===== config.mk =====
export PLATFORM = sky130hd
export DESIGN_NAME = pfbw_writer
export DESIGN_NICKNAME = d
export VERILOG_FILES = /design/src/hdl/pfbw_pkg.sv /design/src/hdl/pfbw_writer.sv /design/src/hdl/pfbw_unlock.sv /design/src/hdl/pfbw_timer.sv
export SDC_FILE = /design/constraint.sdc
export NUM_CORES = 1
export LEC_CHECK = 0
export BUFFER_PORTS_ARGS = -buffer_cell sky130_fd_sc_hd__buf_4
export CAP_MARGIN = 5
export CORE_UTILIZATION = 50
export CTS_CLUSTER_SIZE = 16
export DETAILED_ROUTE_END_ITERATION = 10
export GPL_TIMING_DRIVEN = 0
export PLACE_DENSITY_LB_ADDON = 0.3
export SYNTH_ARGS = -nofsm -noshare
export SYNTH_HDL_FRONTEND = slang
export SYNTH_SLANG_ARGS = --single-unit

===== constraint.sdc =====
create_clock -name clk_i -period 2.7 [get_ports clk_i]
set_input_delay 0.81 -clock clk_i [delete_from_list [all_inputs] [get_ports clk_i]]
set_output_delay 0.81 -clock clk_i [all_outputs]
set_load 0.005 [all_outputs]

===== src/hdl/pfbw_pkg.sv =====
// Package: constants, register map and types of the program flash block writer
package pfbw_pkg;

  // ---------------------------------------------------------------------------
  // Geometry
  // ---------------------------------------------------------------------------
  localparam int unsigned BLOCK_BYTES  = 8;
  localparam int unsigned BLOCK_WORDS  = 4;
  localparam int unsigned ROW_BYTES    = 64;
  localparam int unsigned FLASH_AW     = 14;

  // ---------------------------------------------------------------------------
  // Timing
  // ---------------------------------------------------------------------------
  localparam int unsigned CLK_HZ       = 40_000_000;
  localparam int unsigned WRITE_US     = 2000;
  localparam int unsigned WRITE_CYCLES = (CLK_HZ / 1_000_000) * WRITE_US;

  // ---------------------------------------------------------------------------
  // Register map (byte addresses, Wishbone word aligned)
  // ---------------------------------------------------------------------------
  localparam logic [3:0] ADDR_CONTROL  = 4'h0;
  localparam logic [3:0] ADDR_UNLOCK   = 4'h4;
  localparam logic [3:0] ADDR_TBLPTR   = 4'h8;
  localparam logic [3:0] ADDR_TBLWRITE = 4'hc;

  // Control register fields
  localparam int unsigned BIT_WRITE_START = 1;
  localparam int unsigned BIT_WRITE_EN    = 2;
  localparam int unsigned BIT_CFG_SEL     = 6;
  localparam int unsigned BIT_PGM_SEL     = 7;

  // Table-write register fields
  localparam int unsigned BIT_AUTO_INC    = 8;

  // Unlock keys
  localparam logic [7:0] UNLOCK_KEY1   = 8'h55;
  localparam logic [7:0] UNLOCK_KEY2   = 8'haa;

  localparam logic [7:0] CONTROL_RESET = 8'h00;

  typedef enum logic [1:0] {
    PFBW_UNLOCK_IDLE,
    PFBW_UNLOCK_KEY1,
    PFBW_UNLOCK_ARMED
  } pfbw_unlock_e;

  // Request to the flash array
  typedef struct packed {
    logic                              start;
    logic [FLASH_AW-1:0]               block_addr;
    logic [BLOCK_BYTES*8-1:0]          data;
  } pfbw_prog_s;

endpackage : pfbw_pkg


===== src/hdl/pfbw_writer.sv =====
// Program flash block writer: holding registers, unlock, timed long write
`timescale 1ns/1ps
`default_nettype none
module pfbw_writer #(
  parameter int unsigned WRITE_CYCLES = pfbw_pkg::WRITE_CYCLES
) (
  // Clock and reset
  input  wire logic                 clk_i,
  input  wire logic                 rst_i,
  // Wishbone slave
  input  wire logic                 wb_cyc_i,
  input  wire logic                 wb_stb_i,
  input  wire logic                 wb_we_i,
  input  wire logic [3:0]           wb_adr_i,
  input  wire logic [3:0]           wb_sel_i,
  input  wire logic [31:0]          wb_dat_i,
  output logic [31:0]               wb_dat_o,
  output logic                      wb_ack_o,
  // Core stall
  output logic                      core_stall_o,
  // Flash array programming port
  output pfbw_pkg::pfbw_prog_s      prog_o
);

  localparam int unsigned AW = pfbw_pkg::FLASH_AW;
  localparam int unsigned IW = $clog2(pfbw_pkg::BLOCK_BYTES);

  // ---------------------------------------------------------------------------
  // Bus decode
  // ---------------------------------------------------------------------------
  logic       req;
  logic       wr;
  logic       wr_ctrl;
  logic       wr_unlock;
  logic       wr_ptr;
  logic       wr_tbl;
  logic       mapped;

  // Single-cycle strobe per access; ack gap guards against repeats
  assign req       = wb_cyc_i && wb_stb_i && !wb_ack_o;
  assign wr        = req && wb_we_i && wb_sel_i[0];
  assign wr_ctrl   = wr && wb_adr_i == pfbw_pkg::ADDR_CONTROL;
  assign wr_unlock = wr && wb_adr_i == pfbw_pkg::ADDR_UNLOCK;
  assign wr_ptr    = wr && wb_adr_i == pfbw_pkg::ADDR_TBLPTR;
  assign wr_tbl    = wr && wb_adr_i == pfbw_pkg::ADDR_TBLWRITE;
  assign mapped    = wb_adr_i == pfbw_pkg::ADDR_CONTROL || wb_adr_i == pfbw_pkg::ADDR_UNLOCK ||
                     wb_adr_i == pfbw_pkg::ADDR_TBLPTR  || wb_adr_i == pfbw_pkg::ADDR_TBLWRITE;

  // ---------------------------------------------------------------------------
  // State
  // ---------------------------------------------------------------------------
  logic [7:0]    holding_q [pfbw_pkg::BLOCK_BYTES];
  logic [AW-1:0] tblptr_q;
  logic          pgm_sel_q;
  logic          cfg_sel_q;
  logic          write_enable_bit_q;
  logic          wr_start_q;
  logic          armed;
  logic          tmr_busy;
  logic          tmr_done;
  logic          launch;
  logic          busy;

  function automatic logic [IW-1:0] slot_of(input logic [AW-1:0] ptr);
    slot_of = ptr[IW-1:0];
  endfunction : slot_of

  pfbw_unlock u_unlock (
    .clk_i         (clk_i),
    .rst_i         (rst_i),
    .unlock_we_i   (wr_unlock),
    .unlock_data_i (wb_dat_i[7:0]),
    .other_we_i    (launch || (wr && !wr_unlock && !wr_ctrl)),
    .armed_o       (armed)
  );

  pfbw_timer #(
    .CYCLES (WRITE_CYCLES)
  ) u_timer (
    .clk_i   (clk_i),
    .rst_i   (rst_i),
    .start_i (launch),
    .busy_o  (tmr_busy),
    .done_o  (tmr_done)
  );

  // Start only from an armed unlock with write enable held or written now
  assign launch = wr_ctrl && wb_dat_i[pfbw_pkg::BIT_WRITE_START] && armed && !wr_start_q &&
                  (write_enable_bit_q || wb_dat_i[pfbw_pkg::BIT_WRITE_EN]) &&
                  wb_dat_i[pfbw_pkg::BIT_PGM_SEL] && !wb_dat_i[pfbw_pkg::BIT_CFG_SEL];
  assign busy   = wr_start_q || tmr_busy;

  // ---------------------------------------------------------------------------
  // Control register
  // ---------------------------------------------------------------------------
  always_ff @(posedge clk_i) begin
    if (rst_i) begin
      pgm_sel_q <= pfbw_pkg::CONTROL_RESET[pfbw_pkg::BIT_PGM_SEL];
      cfg_sel_q <= pfbw_pkg::CONTROL_RESET[pfbw_pkg::BIT_CFG_SEL];
      write_enable_bit_q    <= pfbw_pkg::CONTROL_RESET[pfbw_pkg::BIT_WRITE_EN];
    end else if (wr_ctrl && !busy) begin
      pgm_sel_q <= wb_dat_i[pfbw_pkg::BIT_PGM_SEL];
      cfg_sel_q <= wb_dat_i[pfbw_pkg::BIT_CFG_SEL];
      write_enable_bit_q    <= wb_dat_i[pfbw_pkg::BIT_WRITE_EN];
    end
  end

  always_ff @(posedge clk_i) begin
    if (rst_i) begin
      wr_start_q <= pfbw_pkg::CONTROL_RESET[pfbw_pkg::BIT_WRITE_START];
    end else if (tmr_done) begin
      wr_start_q <= 1'b0;
    end else if (launch) begin
      wr_start_q <= 1'b1;
    end
  end

  // ---------------------------------------------------------------------------
  // Table pointer and holding registers
  // ---------------------------------------------------------------------------
  always_ff @(posedge clk_i) begin
    if (rst_i) begin
      tblptr_q <= '0;
    end else if (busy) begin
      tblptr_q <= tblptr_q;
    end else if (wr_ptr) begin
      tblptr_q <= wb_dat_i[AW-1:0];
    end else if (wr_tbl && wb_dat_i[pfbw_pkg::BIT_AUTO_INC]) begin
      tblptr_q <= tblptr_q + AW'(1);
    end
  end

  always_ff @(posedge clk_i) begin
    if (rst_i) begin
      for (int i = 0; i < pfbw_pkg::BLOCK_BYTES; i++) begin
        holding_q[i] <= 8'h00;
      end
    end else if (wr_tbl && !busy) begin
      // Short write: only the holding register changes, plus the pointer when BIT_AUTO_INC is set
      holding_q[slot_of(tblptr_q)] <= wb_dat_i[7:0];
    end
  end

  // ---------------------------------------------------------------------------
  // Flash programming request and stall
  // ---------------------------------------------------------------------------
  always_ff @(posedge clk_i) begin
    if (rst_i) begin
      prog_o <= '0;
    end else begin
      prog_o.start <= launch;
      if (launch) begin
        // Block address taken from the pointer's upper bits
        prog_o.block_addr <= {tblptr_q[AW-1:IW], IW'(0)};
        for (int i = 0; i < pfbw_pkg::BLOCK_BYTES; i++) begin
          prog_o.data[i*8 +: 8] <= holding_q[i];
        end
      end
    end
  end

  always_ff @(posedge clk_i) begin
    if (rst_i) begin
      core_stall_o <= 1'b0;
    end else begin
      core_stall_o <= launch || (tmr_busy && !tmr_done);
    end
  end

  // ---------------------------------------------------------------------------
  // Bus answer
  // ---------------------------------------------------------------------------
  always_ff @(posedge clk_i) begin
    if (rst_i) begin
      wb_ack_o <= 1'b0;
      wb_dat_o <= '0;
    end else begin
      wb_ack_o <= req;
      wb_dat_o <= '0;
      if (req && !wb_we_i && mapped) begin
        case (wb_adr_i)
          pfbw_pkg::ADDR_CONTROL: begin
            wb_dat_o[pfbw_pkg::BIT_PGM_SEL]     <= pgm_sel_q;
            wb_dat_o[pfbw_pkg::BIT_CFG_SEL]     <= cfg_sel_q;
            wb_dat_o[pfbw_pkg::BIT_WRITE_EN]    <= write_enable_bit_q;
            wb_dat_o[pfbw_pkg::BIT_WRITE_START] <= wr_start_q;
          end
          pfbw_pkg::ADDR_TBLPTR: begin
            wb_dat_o[AW-1:0] <= tblptr_q;
          end
          pfbw_pkg::ADDR_TBLWRITE: begin
            wb_dat_o[7:0] <= holding_q[slot_of(tblptr_q)];
          end
          default: begin
            wb_dat_o <= '0;
          end
        endcase
      end
    end
  end

endmodule : pfbw_writer
`default_nettype wire


===== src/hdl/pfbw_unlock.sv =====
// Two-write unlock sequence detector for the write-start bit
`timescale 1ns/1ps
`default_nettype none
module pfbw_unlock (
  // Clock and reset
  input  wire logic       clk_i,
  input  wire logic       rst_i,
  // Unlock register write strobe
  input  wire logic       unlock_we_i,
  input  wire logic [7:0] unlock_data_i,
  // Any other register write, except a control write that does not launch, breaks the sequence
  input  wire logic       other_we_i,
  // Armed after 55h then AAh with no write in between other than a control write
  output logic            armed_o
);

  pfbw_pkg::pfbw_unlock_e state_q;

  // ---------------------------------------------------------------------------
  // Sequence tracker
  // ---------------------------------------------------------------------------
  always_ff @(posedge clk_i) begin
    if (rst_i) begin
      state_q <= pfbw_pkg::PFBW_UNLOCK_IDLE;
    end else if (unlock_we_i) begin
      case (state_q)
        pfbw_pkg::PFBW_UNLOCK_IDLE: begin
          if (unlock_data_i == pfbw_pkg::UNLOCK_KEY1) begin
            state_q <= pfbw_pkg::PFBW_UNLOCK_KEY1;
          end
        end
        pfbw_pkg::PFBW_UNLOCK_KEY1: begin
          if (unlock_data_i == pfbw_pkg::UNLOCK_KEY2) begin
            state_q <= pfbw_pkg::PFBW_UNLOCK_ARMED;
          end else if (unlock_data_i == pfbw_pkg::UNLOCK_KEY1) begin
            state_q <= pfbw_pkg::PFBW_UNLOCK_KEY1;
          end else begin
            state_q <= pfbw_pkg::PFBW_UNLOCK_IDLE;
          end
        end
        default: begin
          state_q <= (unlock_data_i == pfbw_pkg::UNLOCK_KEY1) ?
                     pfbw_pkg::PFBW_UNLOCK_KEY1 : pfbw_pkg::PFBW_UNLOCK_IDLE;
        end
      endcase
    end else if (other_we_i) begin
      // Only control writes that do not launch may come between unlock and start write
      state_q <= pfbw_pkg::PFBW_UNLOCK_IDLE;
    end
  end

  assign armed_o = (state_q == pfbw_pkg::PFBW_UNLOCK_ARMED);

endmodule : pfbw_unlock
`default_nettype wire


===== src/hdl/pfbw_timer.sv =====
// Internal programming timer that sets the long write duration
`timescale 1ns/1ps
`default_nettype none
module pfbw_timer #(
  parameter int unsigned CYCLES = pfbw_pkg::WRITE_CYCLES
) (
  // Clock and reset
  input  wire logic clk_i,
  input  wire logic rst_i,
  // Control
  input  wire logic start_i,
  output logic      busy_o,
  output logic      done_o
);

  localparam int unsigned CW = $clog2(CYCLES + 1);

  logic [CW-1:0] count_q;

  // ---------------------------------------------------------------------------
  // Down counter
  // ---------------------------------------------------------------------------
  always_ff @(posedge clk_i) begin
    if (rst_i) begin
      count_q <= '0;
    end else if (start_i && count_q == '0) begin
      count_q <= CW'(CYCLES);
    end else if (count_q != '0) begin
      count_q <= count_q - CW'(1);
    end
  end

  // Last count: a registered flag would add one stall cycle
  assign done_o = (count_q == CW'(1));

  assign busy_o = (count_q != '0);

endmodule : pfbw_timer
`default_nettype wire


==> impl_metrics.csv <==
group,metric,value,unit
run_status,run_status,"completed",
yosys,ys_seq_elements,196,
drt,dr.first_iter.drc_count,591,
worst_setup_path,cp-end-kind,"flip-flop",
yosys,synth_cell_types,63,
drt,dr.pass1.iters,5,
pwr,vdd.ir_drop.worst,516,uV
run,drv_cap,0,
drt,ant_nets,0,
timing,maxSlewHeadroom,45.5,%
yosys,yosysTopAreaCellShare,31.5,%
drt,wire_per_inst,17.8,um
worst_setup_path,r2r-end,"holding_q[2][3]$_SDFFCE_PN0P_",
yosys,yosysMostFrequentCell,"nand2_1",
timing,setup_violations,0,
clocking,cts_inserted_buffers,17,
worst_setup_path,worstPathMaxFanout,8,
global_route,grt_pass1_wl,35.4,mm
place,io_buffers,113,
die,die_w,132,um
clocking,clk_pin_slew_worst_paths,0.07,ns
place,place_area,0.00960,sq mm
worst_setup_path,reg2reg_from,"u_timer.count_q[0]$_SDFFE_PP0N_",
hold_path,worstHoldStart,"prog_o[40]$_SDFFE_PP0P_",
global_route,grt_pass1_vias,6679,
timing,tns,0,ns
place,dp.cells,1233,
yosys,ys_top_cells_by_count,"194 x nand2_1, 132 x dfxtp_1, 103 x a21oi_1",
clocking,clockBufferDepth,2,
worst_setup_path,ff2ff_path_depth,8,
cells_and_area,fillers,1367,
yosys,ys_seq_area_share,54.4,%
worst_setup_path,reg2reg_setup_slack,0.07,ns
worst_setup_path,path_class,"reg2reg",
die,ioPinCount,158,
yosys,synthFlopType,"dfxtp_1",
clocking,clkSinkCount,196,
cells_and_area,layoutNonFillerInstCount,1286,
timing,finClkSkew,0.00769,ns
cells_and_area,final_util,64.2,%
pwr,p_leak,3.95,nW
yosys,synth_cells,880,
drt,num_vias,7193,
yosys,yosys_warnings,0,
cells_and_area,area_growth,25.9,%
clocking,h-tree-depth,4,
timing,fin_crit,2.63,ns
die,coreArea,0.0165,sq mm
hold_path,hold_depth,2,
timing,period_share,97.4,%
die,die_area,0.0173,sq mm
worst_setup_path,critPathTopFamily,"simple AND/OR/NAND/NOR gates",
timing,hold_viol_final,0,
worst_setup_path,slowest_delay,0.47,ns
drt,viasPerCell,5.59,
place,dpl.hpwl,16.3,mm
cells_and_area,final_nets,1101,
timing,drv_slew,0,
timing,fmax,380,MHz
worst_setup_path,crit_path_start_kind,"flip-flop",
worst_setup_path,cp.arrival,2.78,ns
clocking,ctsHoldBuffers,0,
clocking,insertion_delay,0.44,ns
worst_setup_path,path_cells,"inv_4, ha_4, or4b_4, nor4_4, and4_4, nand3b_1, o21bai_4, buf_12",
hold_path,worst_hold_path_type,"reg2reg",
hold_path,hold_end,"prog_o[40]$_SDFFE_PP0P_",
yosys,synth_edf_count,64,
yosys,syn_area_per_cell,9.54,sq um
yosys,synth.area.top_cells,"dfxtp_1 31%, edfxtp_1 23%, nand2_1 8.7%",
drt,wl,22.9,mm
yosys,netlist_area,0.00840,sq mm
global_route,grt_usage,26.7,%
worst_setup_path,cp.required,2.85,ns
global_route,antenna_found_initial,1,
die,die_h,132,um
yosys,async_reset_ff_share,0,%
clocking,cts_root_buffer,"clkbuf_16",
yosys,synth_top_area_cell,"dfxtp_1",
cells_and_area,design_area,0.0106,sq mm
place,gp_congestion,0.903,
worst_setup_path,crit_slowest_cell,"or4b_4",
die,rows,47,
global_route,grt_max_degree,18,
timing,worst_pin_slew,0.817,ns
cells_and_area,final-seq-area,0.00457,sq mm
worst_setup_path,critical_path_buf_inv_count,2,
clocking,cts_tree,"built",
global_route,grt_overflow_total,0,
drt,drcViolationCount,0,
cells_and_area,drive_above_1_share,23.8,%
die,initial_utilization,51.0,%
pwr,powerDensity,676,mW/mm^2
cells_and_area,multi_input_area,0.00359,sq mm
[cells in the final DEF, fill, tap and decap left out, types with 5 or more instances in the layout]
cell type,netlist,routed
mux4_2,16,16
nand4_1,6,6
edfxtp_1,64,64
nand3_1,18,17
a21oi_1,103,103
mux2i_1,12,12
nand2_1,194,194
nor4_1,7,6
conb_1,1,21
or3_1,7,7
nor2_1,86,84
nor3_1,13,13
buf_12,0,5
buf_2,16,14
o21bai_4,0,7
clkbuf_16,0,20
a211oi_1,6,6
o21ai_0,13,13
a31oi_1,5,5
clkbuf_1,39,40
or4_1,5,5
nand3b_1,6,6
and2_1,16,16
xor2_1,5,5
and3_1,5,5
a21o_1,6,6
nand2b_1,7,7
dfxtp_1,132,129
buf_4,23,151
[worst min-delay path, stage by stage (launching register included)]
cell	delay [ns]
dfxtp_1	0.31
nand2_1	0.05
a21oi_1	0.05
[report_power, final]
part | leakage (nW) | switching, mW | internal, mW | total [mW]
sequential | 1.73 | 0.160 | 3.19 | 3.35
combinational | 1.92 | 0.654 | 0.559 | 1.21
clock | 0.298 | 1.13 | 1.45 | 2.59
[layout make-up]
cell class | instances | share of cell area (%)
clock inverter | 11 | 1.04
tap | 220 | 2.60
timing repair buffer | 133 | 10.0
buffer | 82 | 4.08
clock buffer | 21 | 4.77
antenna | 1 | 0.0237
sequential | 196 | 43.3
multi-input combinational | 616 | 33.9
inverter | 6 | 0.260
[per-layer routing]
metal	global-route usage [%]	share of wire, %	vias to the layer above
li1	-	-	3388
met1	34.5	41	3429
met2	43.0	47	328
met3	5.59	8.4	48
met4	12.2	3.5	0
met5	0	0	-
[sequential cells by signal (all words and copies together) (netlist names), named ones only]
signal / count
holding_q: 64
wb_dat_o: 14
write_enable_bit_q: 1
pgm_sel_q: 1
prog_o: 76
cfg_sel_q: 1
tblptr_q: 14
core_stall_o: 1
u_timer.count_q: 17
wb_ack_o: 1
wr_start_q: 1
u_unlock.state_q: 2
[through the flow]
step | hold slack, ns | setup WS, ns | total power [mW]
after floorplan | 0.431 | -0.0601 | 4.17
after global routing | 0.474 | -0.0177 | 7.44
after CTS | 0.457 | 0.00497 | 7.10
after detailed placement | 0.447 | -0.700 | 4.43
after global placement | 0.443 | -0.615 | 4.41
final | 0.456 | 0.0703 | 7.15
[timing repair]
item | in CTS | in global routing
endpoints found under the setup margin | 66 | 111
buffers inserted | 12 | 8
gates resized for setup | 28 | 8
pin swaps | 10 | 8
[how the worst max path moves through the flow]
stage	startpoint	endpoint	slack (ns)	cells after the start
after floorplan	wb_stb_i	holding_q[0][0]$_SDFFCE_PN0P_	-0.06	5
final	u_timer.count_q[0]$_SDFFE_PP0N_	holding_q[2][3]$_SDFFCE_PN0P_	0.07	8
after detailed placement	wb_stb_i	holding_q[0][3]$_SDFFCE_PN0P_	-0.70	6
after CTS	wb_adr_i[2]	prog_o[35]$_SDFFE_PP0P_	0.005	9
after global routing	u_timer.count_q[0]$_SDFFE_PP0N_	tblptr_q[4]$_SDFFE_PP0N_	-0.02	10
after global placement	wb_stb_i	holding_q[0][4]$_SDFFCE_PN0P_	-0.61	6
[logic make-up after synthesis]
kind of cell,count (synthesis),synth area share [%]
xor gates and xnor gates,6,0.626
and+or+nand+nor,393,21.8
buffers and inverters,88,5.29
adders and majority gates,4,0.596
DFF,196,54.4
muxes,29,5.86
AOI/OAI and AO/OA,163,11.4
other,1,0.0447
(Power assumes the default switching activity.)
